===== src/serial_port_consts.svh =====
`ifndef SERIAL_PORT_CONSTS_SVH
`define SERIAL_PORT_CONSTS_SVH

// ==========================================
// Register offsets (byte addresses, word spaced)
`define REG_MAIN_CFG 8'h00
`define REG_MAIN_ADDR 8'h04
`define REG_FB_CFG 8'h08
`define REG_FB_ID 8'h0C
`define REG_STATUS 8'h10

// ==========================================
// Field positions in REG_MAIN_CFG
`define MAIN_MODE_LSB 0
`define MAIN_BAUD_LSB 2
`define MAIN_TERM_BIT 5
// Field positions in REG_FB_CFG
`define FB_BAUD_LSB 0
`define FB_PAR_LSB 3
`define FB_STOP_BIT 5

// ==========================================
// Reset values, broadcast address and write limits
`define RST_MAIN_MODE 2'h0
`define RST_MAIN_BAUD 3'h3
`define RST_MAIN_ADDR 8'h11
`define RST_FB_ID 8'h0B
`define RST_FB_BAUD 3'h2
`define RST_FB_PAR 2'h0
`define RST_FB_STOP 1'h1
`define ADDR_GLOBAL 8'h00
`define FB_ID_MIN 8'h01
`define FB_ID_MAX 8'hF7
`define FB_BAUD_MAX 3'h6

// ==========================================
// Timing
`define CLK_HZ 25000000
`define BAUD_TABLE_1200 1200
`define BAUD_TABLE_2400 2400
`define BAUD_TABLE_4800 4800
`define BAUD_TABLE_9600 9600
`define BAUD_TABLE_19200 19200
`define BAUD_TABLE_38400 38400
`define BAUD_TABLE_57600 57600
`define BAUD_TABLE_115200 115200

`endif


===== src/serial_port_pkg.sv =====
package serial_port_pkg;

	typedef enum logic [1:0] {
		XCVR_OFF = 2'h0,
		XCVR_P2P = 2'h1,
		XCVR_MULTIDROP = 2'h2
	} xcvr_mode_t;

	typedef enum logic [1:0] {
		PAR_NONE = 2'h0,
		PAR_ODD = 2'h1,
		PAR_EVEN = 2'h2
	} parity_t;

	typedef struct packed {
		xcvr_mode_t mode;
		logic [2:0] baud_sel;
		logic line_termination;
		logic [7:0] bus_addr;
	} main_cfg_t;

	typedef struct packed {
		logic [7:0] dev_id;
		logic [2:0] baud_sel;
		parity_t parity;
		logic two_stop;
	} fb_cfg_t;

	typedef struct packed {
		logic valid;
		logic [7:0] addr;
	} cmd_hdr_t;

endpackage


===== src/serial_port_config.sv =====
`include "serial_port_consts.svh"

module serial_port_config
	import serial_port_pkg::*;
#(
	parameter int CLK_HZ = `CLK_HZ
) (
	input wire logic ref_clk, // 25 MHz clock
	input wire logic sys_rst, // Synchronous reset, active high
	input wire logic [7:0] reg_addr, // Register byte address
	input wire logic [31:0] reg_wdata, // Write data
	input wire logic reg_wr, // Write strobe
	input wire logic reg_rd, // Read strobe
	output logic [31:0] reg_rdata, // Read data, cycle after strobe
	input wire cmd_hdr_t cmd_hdr, // Main port command address from framer
	input wire logic tx_req, // Main port framer wants to transmit
	output logic cmd_exec, // Pulse: execute command
	output logic cmd_reply, // Pulse: answer may be sent
	output logic tx_oe, // Main transmit driver enable
	output logic rx_en, // Main receiver enable
	output logic main_tick, // 16x main baud enable
	output logic fb_tick, // 16x fieldbus baud enable
	output main_cfg_t main_cfg, // Main port configuration
	output fb_cfg_t fb_cfg, // Fieldbus configuration
	output logic line_termination // Drives 120 ohm termination switch
);

	// ==========================================
	// Configuration registers
	main_cfg_t main_q, main_d;
	fb_cfg_t fb_q, fb_d;
	logic [31:0] rdata_q, rdata_d;
	logic [7:0] drop_cnt_q, drop_cnt_d;
	logic [7:0] exec_cnt_q, exec_cnt_d;
	logic rejected_q, rejected_d;
	logic dropped;

	always_comb begin
		main_d = main_q;
		fb_d = fb_q;
		// A refusal in the clearing read cycle still sets the flag
		rejected_d = rejected_q && !(reg_rd && reg_addr == `REG_STATUS);
		if (reg_wr) begin
			case (reg_addr)
				`REG_MAIN_CFG: begin
					// Reserved mode code 3 is refused; mode keeps its value
					if (reg_wdata[`MAIN_MODE_LSB+:2] != 2'h3) begin
						main_d.mode = xcvr_mode_t'(reg_wdata[`MAIN_MODE_LSB+:2]);
					end else begin
						rejected_d = 1'b1;
					end
					main_d.baud_sel = reg_wdata[`MAIN_BAUD_LSB+:3];
					main_d.line_termination = reg_wdata[`MAIN_TERM_BIT];
				end
				`REG_MAIN_ADDR: begin
					// Address 00 cannot be stored as own address
					if (reg_wdata[7:0] != `ADDR_GLOBAL) begin
						main_d.bus_addr = reg_wdata[7:0];
					end else begin
						rejected_d = 1'b1;
					end
				end
				`REG_FB_CFG: begin
					if (reg_wdata[`FB_BAUD_LSB+:3] <= `FB_BAUD_MAX) begin
						fb_d.baud_sel = reg_wdata[`FB_BAUD_LSB+:3];
					end else begin
						rejected_d = 1'b1;
					end
					if (reg_wdata[`FB_PAR_LSB+:2] != 2'h3) begin
						fb_d.parity = parity_t'(reg_wdata[`FB_PAR_LSB+:2]);
					end else begin
						rejected_d = 1'b1;
					end
					fb_d.two_stop = reg_wdata[`FB_STOP_BIT];
				end
				`REG_FB_ID: begin
					if (reg_wdata[7:0] >= `FB_ID_MIN && reg_wdata[7:0] <= `FB_ID_MAX) begin
						fb_d.dev_id = reg_wdata[7:0];
					end else begin
						rejected_d = 1'b1;
					end
				end
				default: begin
				end
			endcase
		end
	end

	// ==========================================
	// Read path
	always_comb begin
		rdata_d = 32'h00000000;
		if (reg_rd) begin
			case (reg_addr)
				`REG_MAIN_CFG: begin
					rdata_d[`MAIN_MODE_LSB+:2] = main_q.mode;
					rdata_d[`MAIN_BAUD_LSB+:3] = main_q.baud_sel;
					rdata_d[`MAIN_TERM_BIT] = main_q.line_termination;
				end
				`REG_MAIN_ADDR: rdata_d[7:0] = main_q.bus_addr;
				`REG_FB_CFG: begin
					rdata_d[`FB_BAUD_LSB+:3] = fb_q.baud_sel;
					rdata_d[`FB_PAR_LSB+:2] = fb_q.parity;
					rdata_d[`FB_STOP_BIT] = fb_q.two_stop;
				end
				`REG_FB_ID: rdata_d[7:0] = fb_q.dev_id;
				`REG_STATUS: begin
					rdata_d[7:0] = exec_cnt_q;
					rdata_d[15:8] = drop_cnt_q;
					rdata_d[16] = rejected_q;
				end
				default: rdata_d = 32'h00000000;
			endcase
		end
	end

	// ==========================================
	// Activity counters (wrap), reset on status read
	always_comb begin
		exec_cnt_d = exec_cnt_q;
		drop_cnt_d = drop_cnt_q;
		if (reg_rd && reg_addr == `REG_STATUS) begin
			exec_cnt_d = 8'h00;
			drop_cnt_d = 8'h00;
		end
		// A new event in the read cycle is counted, not lost
		if (cmd_exec) begin
			exec_cnt_d = (reg_rd && reg_addr == `REG_STATUS) ? 8'h01 : exec_cnt_q + 8'h01;
		end
		if (dropped) begin
			drop_cnt_d = (reg_rd && reg_addr == `REG_STATUS) ? 8'h01 : drop_cnt_q + 8'h01;
		end
	end

	always_ff @(posedge ref_clk) begin
		if (sys_rst) begin
			main_q.mode <= XCVR_OFF;
			main_q.baud_sel <= `RST_MAIN_BAUD;
			main_q.line_termination <= 1'b0;
			main_q.bus_addr <= `RST_MAIN_ADDR;
			fb_q.dev_id <= `RST_FB_ID;
			fb_q.baud_sel <= `RST_FB_BAUD;
			fb_q.parity <= PAR_NONE;
			fb_q.two_stop <= `RST_FB_STOP;
			rejected_q <= 1'b0;
		end else begin
			main_q <= main_d;
			fb_q <= fb_d;
			rejected_q <= rejected_d;
		end
	end

	// Read data register: zero outside the cycle after a read
	always_ff @(posedge ref_clk) begin
		if (sys_rst) begin
			rdata_q <= 32'h00000000;
		end else begin
			rdata_q <= rdata_d;
		end
	end

	// Activity counters
	always_ff @(posedge ref_clk) begin
		if (sys_rst) begin
			exec_cnt_q <= 8'h00;
			drop_cnt_q <= 8'h00;
		end else begin
			exec_cnt_q <= exec_cnt_d;
			drop_cnt_q <= drop_cnt_d;
		end
	end

	// ==========================================
	// Address filtering and line control
	addr_filter u_filter (
		.ref_clk(ref_clk),
		.sys_rst(sys_rst),
		.mode(main_q.mode),
		.own_addr(main_q.bus_addr),
		.hdr(cmd_hdr),
		.accept(cmd_exec),
		.reply_ok(cmd_reply),
		.dropped(dropped)
	);

	baud_divider #(.CLK_HZ(CLK_HZ)) u_main_baud (
		.ref_clk(ref_clk),
		.sys_rst(sys_rst),
		.baud_sel(main_q.baud_sel),
		.tick(main_tick)
	);

	// Fieldbus codes start at 2400, one step above the main table
	baud_divider #(.CLK_HZ(CLK_HZ)) u_fb_baud (
		.ref_clk(ref_clk),
		.sys_rst(sys_rst),
		.baud_sel(fb_q.baud_sel + 3'h1),
		.tick(fb_tick)
	);

	assign rx_en = (main_q.mode != XCVR_OFF);
	assign tx_oe = tx_req && (main_q.mode != XCVR_OFF);
	// Termination only in multidrop protects the point-to-point driver
	assign line_termination = main_q.line_termination && (main_q.mode == XCVR_MULTIDROP);
	assign main_cfg = main_q;
	assign fb_cfg = fb_q;
	assign reg_rdata = rdata_q;

endmodule


===== src/baud_divider.sv =====
`include "serial_port_consts.svh"

module baud_divider
	import serial_port_pkg::*;
#(
	parameter int CLK_HZ = `CLK_HZ
) (
	input wire logic ref_clk, // System clock
	input wire logic sys_rst, // Synchronous reset
	input wire logic [2:0] baud_sel, // Rate code 0=1200 .. 7=115200
	output logic tick // One-cycle pulse at 16x baud
);

	localparam int DIV_WIDTH = 16;

	// ==========================================
	// Oversample divisors, one per rate code
	function automatic logic [DIV_WIDTH-1:0] div_of(input logic [2:0] sel);
		int rate;
		case (sel)
			3'h0: rate = `BAUD_TABLE_1200;
			3'h1: rate = `BAUD_TABLE_2400;
			3'h2: rate = `BAUD_TABLE_4800;
			3'h3: rate = `BAUD_TABLE_9600;
			3'h4: rate = `BAUD_TABLE_19200;
			3'h5: rate = `BAUD_TABLE_38400;
			3'h6: rate = `BAUD_TABLE_57600;
			default: rate = `BAUD_TABLE_115200;
		endcase
		// Rounded down; at 115200 the divisor is 13 and the rate runs about four percent fast
		div_of = DIV_WIDTH'(CLK_HZ / (rate * 16));
	endfunction

	logic [DIV_WIDTH-1:0] cnt_q, cnt_d;
	logic tick_q, tick_d;
	logic [2:0] sel_q, sel_d;

	always_comb begin
		sel_d = baud_sel;
		tick_d = 1'b0;
		cnt_d = cnt_q + 16'h0001;
		// A rate change restarts the count so no stale long period runs out
		if (sel_q != baud_sel || cnt_q >= div_of(baud_sel) - 16'h0001) begin
			cnt_d = 16'h0000;
			tick_d = (sel_q == baud_sel);
		end
	end

	always_ff @(posedge ref_clk) begin
		if (sys_rst) begin
			cnt_q <= 16'h0000;
			tick_q <= 1'b0;
			sel_q <= 3'h0;
		end else begin
			cnt_q <= cnt_d;
			tick_q <= tick_d;
			sel_q <= sel_d;
		end
	end

	assign tick = tick_q;

endmodule


===== src/addr_filter.sv =====
`include "serial_port_consts.svh"

module addr_filter
	import serial_port_pkg::*;
(
	input wire logic ref_clk, // System clock
	input wire logic sys_rst, // Synchronous reset
	input wire xcvr_mode_t mode, // Transceiver mode
	input wire logic [7:0] own_addr, // Configured bus address
	input wire cmd_hdr_t hdr, // Address of a received command
	output logic accept, // Pulse: execute command
	output logic reply_ok, // Pulse, with accept: reply allowed
	output logic dropped // Pulse: command ignored
);

	logic accept_q, accept_d;
	logic reply_q, reply_d;
	logic drop_q, drop_d;

	always_comb begin
		accept_d = 1'b0;
		reply_d = 1'b0;
		drop_d = 1'b0;
		if (hdr.valid) begin
			case (mode)
				XCVR_P2P: begin
					accept_d = 1'b1;
					reply_d = 1'b1;
				end
				XCVR_MULTIDROP: begin
					if (hdr.addr == `ADDR_GLOBAL) begin
						accept_d = 1'b1;
					end else if (hdr.addr == own_addr) begin
						accept_d = 1'b1;
						reply_d = 1'b1;
					end else begin
						drop_d = 1'b1;
					end
				end
				default: begin
					drop_d = 1'b1;
				end
			endcase
		end
	end

	always_ff @(posedge ref_clk) begin
		if (sys_rst) begin
			accept_q <= 1'b0;
			reply_q <= 1'b0;
			drop_q <= 1'b0;
		end else begin
			accept_q <= accept_d;
			reply_q <= reply_d;
			drop_q <= drop_d;
		end
	end

	assign accept = accept_q;
	assign reply_ok = reply_q;
	assign dropped = drop_q;

endmodule


===== config.mk =====
export PLATFORM = sky130hd
export DESIGN_NAME = serial_port_config
export DESIGN_NICKNAME = d
export VERILOG_FILES = /design/src/serial_port_pkg.sv /design/src/serial_port_config.sv /design/src/baud_divider.sv /design/src/addr_filter.sv
export VERILOG_INCLUDE_DIRS = /design/src
export SDC_FILE = /design/constraint.sdc
export NUM_CORES = 1
export LEC_CHECK = 0
export BUFFER_PORTS_ARGS = -buffer_cell sky130_fd_sc_hd__buf_4
export CELL_PAD_IN_SITES_DETAIL_PLACEMENT = 1
export CELL_PAD_IN_SITES_GLOBAL_PLACEMENT = 1
export CORE_ASPECT_RATIO = 0.7
export CORE_MARGIN = 4
export CORE_UTILIZATION = 28
export DETAILED_ROUTE_END_ITERATION = 10
export PLACE_DENSITY = 0.54
export SYNTH_ARGS = -nofsm -noshare
export SYNTH_HDL_FRONTEND = slang
export SYNTH_SLANG_ARGS = --single-unit

===== constraint.sdc =====
create_clock -name ref_clk -period 70.1 [get_ports ref_clk]
set_input_delay 7.01 -clock ref_clk [delete_from_list [all_inputs] [get_ports ref_clk]]
set_output_delay 7.01 -clock ref_clk [all_outputs]
set_load 0.05 [all_outputs]

# ---- After elaboration in Yosys (flattened, before gate mapping)
# Index checks and enable logic that the tools add are counted.
dict set report classes {
  n_addsub 7
  n_div 2
  n_lt_le_gt_ge 5
  eq_ne 25
  muxes 24
  n_bitwise 5
  n_reduce_logical 30
}
# operator count
set ops {}
lappend ops {{17-bit case mux with 7 select lines} 2}
lappend ops {{26-bit by 32-bit divider with 32-bit output, first input constant} 2}
lappend ops {{8-bit 2-to-1 mux} 5}
lappend ops {{16-bit by 1-bit adder with 16-bit output, second input constant} 2}
lappend ops {{16-bit greater-or-equal comparator} 2}
lappend ops {{16-bit by 1-bit subtractor with 16-bit output, second input constant} 2}
lappend ops {{6-bit case mux with 5 select lines} 1}
lappend ops {{3-bit == test, second input constant} 6}
lappend ops {{8-bit by 1-bit adder with 8-bit output, second input constant} 2}
lappend ops {{8-bit by 4-bit == test with 1-bit output, second input constant} 2}
lappend ops {{8-bit zero test} 2}
lappend ops {{3-bit AND reduction} 5}
lappend ops {{3-bit by 2-bit == test with 1-bit output, second input constant} 4}
lappend ops {{2-bit OR reduction} 6}
lappend ops {{1-bit 2-to-1 mux} 11}
lappend ops {{8-bit by 3-bit == test with 1-bit output, second input constant} 1}
lappend ops {{8-bit by 5-bit == test with 1-bit output, second input constant} 1}
lappend ops {{8-bit == test} 1}
lappend ops {{8-bit by 1-bit greater-or-equal comparator with 1-bit output, second input constant} 1}
lappend ops {{8-bit less-or-equal comparator, second input constant} 1}
lappend ops {{8-bit nonzero test} 1}
lappend ops {{3-bit by 1-bit == test with 1-bit output, second input constant} 2}
lappend ops {{3-bit == test} 2}
lappend ops {{3-bit zero test} 2}
lappend ops {{other kinds (16)} 32}
dict set report word_totals {
  reg_bits 120
  inputBits 54
  out_inout_bits 67
  elab_cells 121
}

# ---- Logic depth before layout (Yosys ltp)
dict set report logic_depth {
  word_depth 9
  ltp_mapped 240
  ltp_nobuf 216
}

# ---- By module
# A second synthesis with hierarchy kept.
dict set report unflattened {
  cells_unflattened 4442
  area_unflattened_um2 31137.4
}
# module n_inst cells_each area_each_um2
set modules_own_cells {}
lappend modules_own_cells {baud_divider 2 2053 13983.4}
lappend modules_own_cells {serial_port_config 1 306 2914.0}
lappend modules_own_cells {addr_filter 1 30 256.5}

# ---- Worst setup path before layout
# Ideal clock, no wire load.
dict set report synth_path {
  kind {reg-to-reg}
  from {reg, netlist name main_cfg[9]}
  to {reg u_main_baud.cnt_q[10]}
  setup_time_ns 0.065
  t_arrival_ns 41.040
  setup_slack_ns 28.994
  stages_incl_launch_ff 222
  path_cell_list {dfxtp_1 > buf_2 > clkbuf_1 > buf_1 > buf_4 > nor2b_1 > xnor2_1 > ha_1 > and2_1 > o211ai_1 > a21oi_1 > and2_1 > ha_1 > a21oi_1 > nand3_2 > o2111a_2 > nor2_2 > nand2_1 > [... 186 more ...] > or4_1 > nor2_1 > ha_1 > nand3_1 > nor3_1 > nand4_1 > nor2_1 > xnor2_1 > ha_1 > nor2b_1 > o21ai_0 > nand3b_1 > a21o_1 > a2111oi_0 > nand2b_1 > clkbuf_1 > clkbuf_1 > nor2_1}
}
dict set report synth_via {
  elab_chain_cells 7
}
# item line
set synth_lines {}
lappend synth_lines {{3-bit == test, or another cell as far along} baud_divider.sv:20} ;# case (sel)
lappend synth_lines {{17-bit case mux with 7 select lines} baud_divider.sv:20}
lappend synth_lines {{26-bit by 32-bit divider with 32-bit output} baud_divider.sv:31} ;# div_of = DIV_WIDTH'(CLK_HZ / (rate * 16));
lappend synth_lines {{16-bit by 1-bit subtractor with 16-bit output} baud_divider.sv:43} ;# if (sel_q != baud_sel || cnt_q >= div_of(baud_sel) - 16'h0001) begin
lappend synth_lines {{16-bit greater-or-equal comparator} baud_divider.sv:43}
lappend synth_lines {{1-bit logical OR (*)} baud_divider.sv:43}
lappend synth_lines {{2-bit OR reduction (no line) (*)} -}
lappend synth_lines {{end signal, assigned} baud_divider.sv:55} ;# cnt_q <= cnt_d;
lappend synth_lines {{end, declared} baud_divider.sv:34} ;# logic [DIV_WIDTH-1:0] cnt_q, cnt_d;
# Mark *: on every way between the ends. The rest lies on a longest branch, timed or not.
# A chain may end at the register's enable or synchronous reset.

# ---- Worst setup path in the final report
dict set report layout_path {
  from {reg, netlist name main_cfg[10]}
  to {reg u_main_baud.cnt_q[14]}
}
dict set report layout_via {
  elab_chain_cells 7
}
# item line
set layout_lines {}
lappend layout_lines {{3-bit == test, or another cell as far along} baud_divider.sv:20}
lappend layout_lines {{17-bit case mux with 7 select lines} baud_divider.sv:20}
lappend layout_lines {{26-bit by 32-bit divider with 32-bit output} baud_divider.sv:31}
lappend layout_lines {{16-bit by 1-bit subtractor with 16-bit output} baud_divider.sv:43}
lappend layout_lines {{16-bit greater-or-equal comparator} baud_divider.sv:43}
lappend layout_lines {{1-bit logical OR (*)} baud_divider.sv:43}
lappend layout_lines {{2-bit OR reduction (no line) (*)} -}
# Marks and branches as above.

==> results.yml <==
status:
  run_status: "finished, final reports clean"
global_route:
  grt_first_pass_wirelength_um: 185900
  first_global_vias: 28570
  grt.overflow.total: 0
  grt_util_all_layers_pct: 23.80
  grt_start_max_net_pins: 46
  antenna_violations_before_repair: 1
timing:
  final-hold-violation-count: 0
  final.min_clock_period_ns: 50.68
  timing.setup.tns_ns: 0
  finalCritPeriodShare_pct: 72.29
  report.final.setup_viol: 0
  rsz_0062_raised_after_global_routing: "no"
  skew_ns: 0.009148
  timing.max_slew.rel_slack_pct: 19.11
  timing_worst_slew_pin_value_ns: 1.201
  drv_slew: 0
  fmax_mhz: 19.73
synthesis:
  synth-async-reset-ratio_pct: 0
  share_of_synthesized_area_occupied_by_flip_flops_and_latches_pct: 7.838
  largest_cells_by_area_after_synthesis: "sky130_fd_sc_hd__ha_1 (15%), sky130_fd_sc_hd__dfxtp_1 (7.8%), sky130_fd_sc_hd__nor2_1 (5.4%)"
  netlist-cell-type-count: 131
  yosysTopAreaCell: "sky130_fd_sc_hd__ha_1"
  synth-edff-count: 0
  ys_ff_latch: 105
  synthesis.area_per_instance_um2: 7.022
  synth-main-ff-cell: "sky130_fd_sc_hd__dfxtp_1"
  yosys_warnings: 0
  cell_count_after_synthesis: 3819
  synth_top_area_share_pct: 14.93
  syn-cell-area_um2: 26820
power:
  sum_of_internal_switching_and_leakage_power_mw: 0.9398
  power_density_nw_per_um2: 32.19
  static-leakage-power_nw: 12.19
  vdd_drop_max_mv: 0.04199
critical_path:
  timing_worst_setup_path_type: "flip-flop to flip-flop"
  crit_arrival_ns: 50.96
  crit_path_max_fanout: 24
  cpLargestDelayFamily: "compound AO/OA/AOI/OAI gates"
  req_time_crit_path_ns: 70.39
  critical_path.endpoint_type: "flip-flop"
  worstRegToRegCells: 206
  regToRegSetupSlack_ns: 19.42
  max_stage_delay_ns: 0.68
  startpoint_type: "flip-flop"
  worst-path-stages: 206
  worst_path_max_delay_cell: "sky130_fd_sc_hd__dfxtp_2"
  worst-path-buf-inv: 17
clocking:
  cts_tree: "built"
  htree_num_levels: 3
  cts_inserted_buffers: 9
  clock_sink_count: 105
  cts.hold.buffers_added: 0
  insertion_delay_ns: 0.36
  cts.clk_slew.worst_paths_ns: 0.07
  postCtsResizedCells: 0
  cts_buffer_depth: 2
  cts.root.buffer_cell: "sky130_fd_sc_hd__clkbuf_16"
  post_cts.repair.setup_buffers: 0
finish:
  areaGrowthSynthToFinish_pct: 8.884
  num-nets-final: 4219
  final_core_util_pct: 30.92
  post_route_cells_drive_above_1_share_pct: 9.800
  design_area_um2: 29200
  antenna_cells_inserted: 0
  layout.area.seq_um2: 2106
  multiInputGateArea_um2: 23480
  fillers: 11760
route:
  drtAntennaViolNets: 0
  routed-via-count: 29780
  detailedRoute.firstPassIterationCount: 5
  drtIter0Drc: 2524
  drt-vias-per-instance: 5.844
  route.final.wire_length_um: 124000
  drc: 0
  post_drt_wl_per_cell_um: 24.35
min_path:
  min_path_type: "flip-flop to flip-flop"
  worst_hold_path.num_cells: 2
die:
  placement_rows: 94
  design.core.area_um2: 94440
  die_height_um: 266.9
  start_util_pct: 28.39
  io-pin-count: 121
  die-area_um2: 100900
  die_x_um: 377.9
placement:
  finalWeightedCongestion: 0.8828
  postPlaceCellArea_um2: 28890
  hpwl_um: 98800
  numPortBuffers: 81
flow_run:
  drv.max_cap_violation_count: 0
[synth_stat cells, types with 16 or more instances]
| master | count |
|---|---|
| sky130_fd_sc_hd__nand3_1 | 124 |
| sky130_fd_sc_hd__dfxtp_1 | 105 |
| sky130_fd_sc_hd__mux2i_1 | 68 |
| sky130_fd_sc_hd__or3_1 | 22 |
| sky130_fd_sc_hd__nor3b_1 | 16 |
| sky130_fd_sc_hd__a31oi_1 | 53 |
| sky130_fd_sc_hd__nand2_1 | 348 |
| sky130_fd_sc_hd__mux2_2 | 58 |
| sky130_fd_sc_hd__nand4_1 | 52 |
| sky130_fd_sc_hd__xnor2_1 | 153 |
| sky130_fd_sc_hd__clkbuf_1 | 107 |
| sky130_fd_sc_hd__nand2b_1 | 89 |
| sky130_fd_sc_hd__nor2b_1 | 70 |
| sky130_fd_sc_hd__inv_1 | 124 |
| sky130_fd_sc_hd__nor3_1 | 104 |
| sky130_fd_sc_hd__a21oi_1 | 277 |
| sky130_fd_sc_hd__and3_1 | 49 |
| sky130_fd_sc_hd__a211oi_1 | 39 |
| sky130_fd_sc_hd__o31ai_1 | 36 |
| sky130_fd_sc_hd__buf_4 | 32 |
| sky130_fd_sc_hd__nor4_1 | 35 |
| sky130_fd_sc_hd__o21a_1 | 67 |
| sky130_fd_sc_hd__or4_1 | 18 |
| sky130_fd_sc_hd__o21ai_0 | 255 |
| sky130_fd_sc_hd__a211o_1 | 27 |
| sky130_fd_sc_hd__and2_1 | 52 |
| sky130_fd_sc_hd__o21ai_1 | 24 |
| sky130_fd_sc_hd__o21bai_1 | 21 |
| sky130_fd_sc_hd__a21o_1 | 113 |
| sky130_fd_sc_hd__o211ai_1 | 45 |
| sky130_fd_sc_hd__xor2_1 | 100 |
| sky130_fd_sc_hd__ha_1 | 320 |
| sky130_fd_sc_hd__or2_2 | 25 |
| sky130_fd_sc_hd__nor2_1 | 388 |
[sequential cells by signal, indices dropped and copies added, names as in the netlist, 3 cells and up]
name	flops
u_main_baud.cnt_q	16
u_fb_baud.cnt_q	16
u_main_baud.sel_q	3
reg_rdata	17
drop_cnt_q	8
main_cfg	14
u_fb_baud.sel_q	3
fb_cfg	14
exec_cnt_q	8
[cell type report]
type | count | area share [%]
clock inverter | 5 | 0.2143
inverter | 138 | 1.783
multi-input combinational | 3425 | 80.42
clock buffer | 11 | 0.8313
tap | 1248 | 5.348
timing repair buffer | 163 | 4.191
sequential | 105 | 7.212
[power breakdown]
part	leakage [nW]	total, mW	switching, mW	internal [mW]
Combinational	11.2	0.827	0.509	0.318
Clock	0.142	0.0530	0.0240	0.0289
Sequential	0.848	0.0603	0.000352	0.0600
Total	12.2	0.940	0.533	0.407
[tightest hold or removal path, cell delays in order (launching register included)]
cell	delay, ns
sky130_fd_sc_hd__dfxtp_1	0.31
sky130_fd_sc_hd__inv_1	0.05
sky130_fd_sc_hd__o32ai_1	0.05
[layer usage]
layer  global-route usage [%]  share of wire, %  up-vias
li1                         -                 -    14190
met1                    39.78                55    14590
met2                    30.48                35      951
met3                    5.421               9.0       44
met4                    1.958              0.64        0
met5                        0                 0        -
[cell families after synthesis]
logic type	count (synthesis)	synth area share (%)
AO/OA/AOI/OAI	1215	30.84
buffers and inverters	312	5.034
AND/OR/NAND/NOR	1477	27.55
adder cells (fa/ha/maj)	323	15.15
multiplexers	132	5.296
other	2	0.02800
flip-flops	105	7.838
XOR/XNOR	253	8.263
[cells in the final DEF, fill, tap and decap left out, types with 113 or more instances in the layout]
master,synthesis,layout
sky130_fd_sc_hd__buf_4,32,163
sky130_fd_sc_hd__nand3_1,124,124
sky130_fd_sc_hd__xnor2_1,153,152
sky130_fd_sc_hd__ha_1,320,320
sky130_fd_sc_hd__nand2_1,348,348
sky130_fd_sc_hd__a21o_1,113,113
sky130_fd_sc_hd__inv_1,124,124
sky130_fd_sc_hd__nor2_1,388,385
sky130_fd_sc_hd__a21oi_1,277,277
sky130_fd_sc_hd__o21ai_0,255,249
[final timing paths]
kind                     start                     to
hold reg to reg     rejected_q             rejected_q
setup / recovery  main_cfg[10]  u_main_baud.cnt_q[14]
hold / removal      rejected_q             rejected_q
setup reg to reg  main_cfg[10]  u_main_baud.cnt_q[14]
[stage by stage]
step / std cells / hold slack, ns / setup WS, ns
after detailed placement: 5079 / 0.4520 / 20.50
after floorplan: 3842 / 0.4285 / 28.99
after global placement: 5079 / 0.4498 / 20.64
after global routing: 5095 / 0.4936 / 15.82
final: 5095 / 0.4654 / 19.42
after CTS: 5095 / 0.4634 / 20.31
No activity file was read; power rests on OpenSTA's default activity.
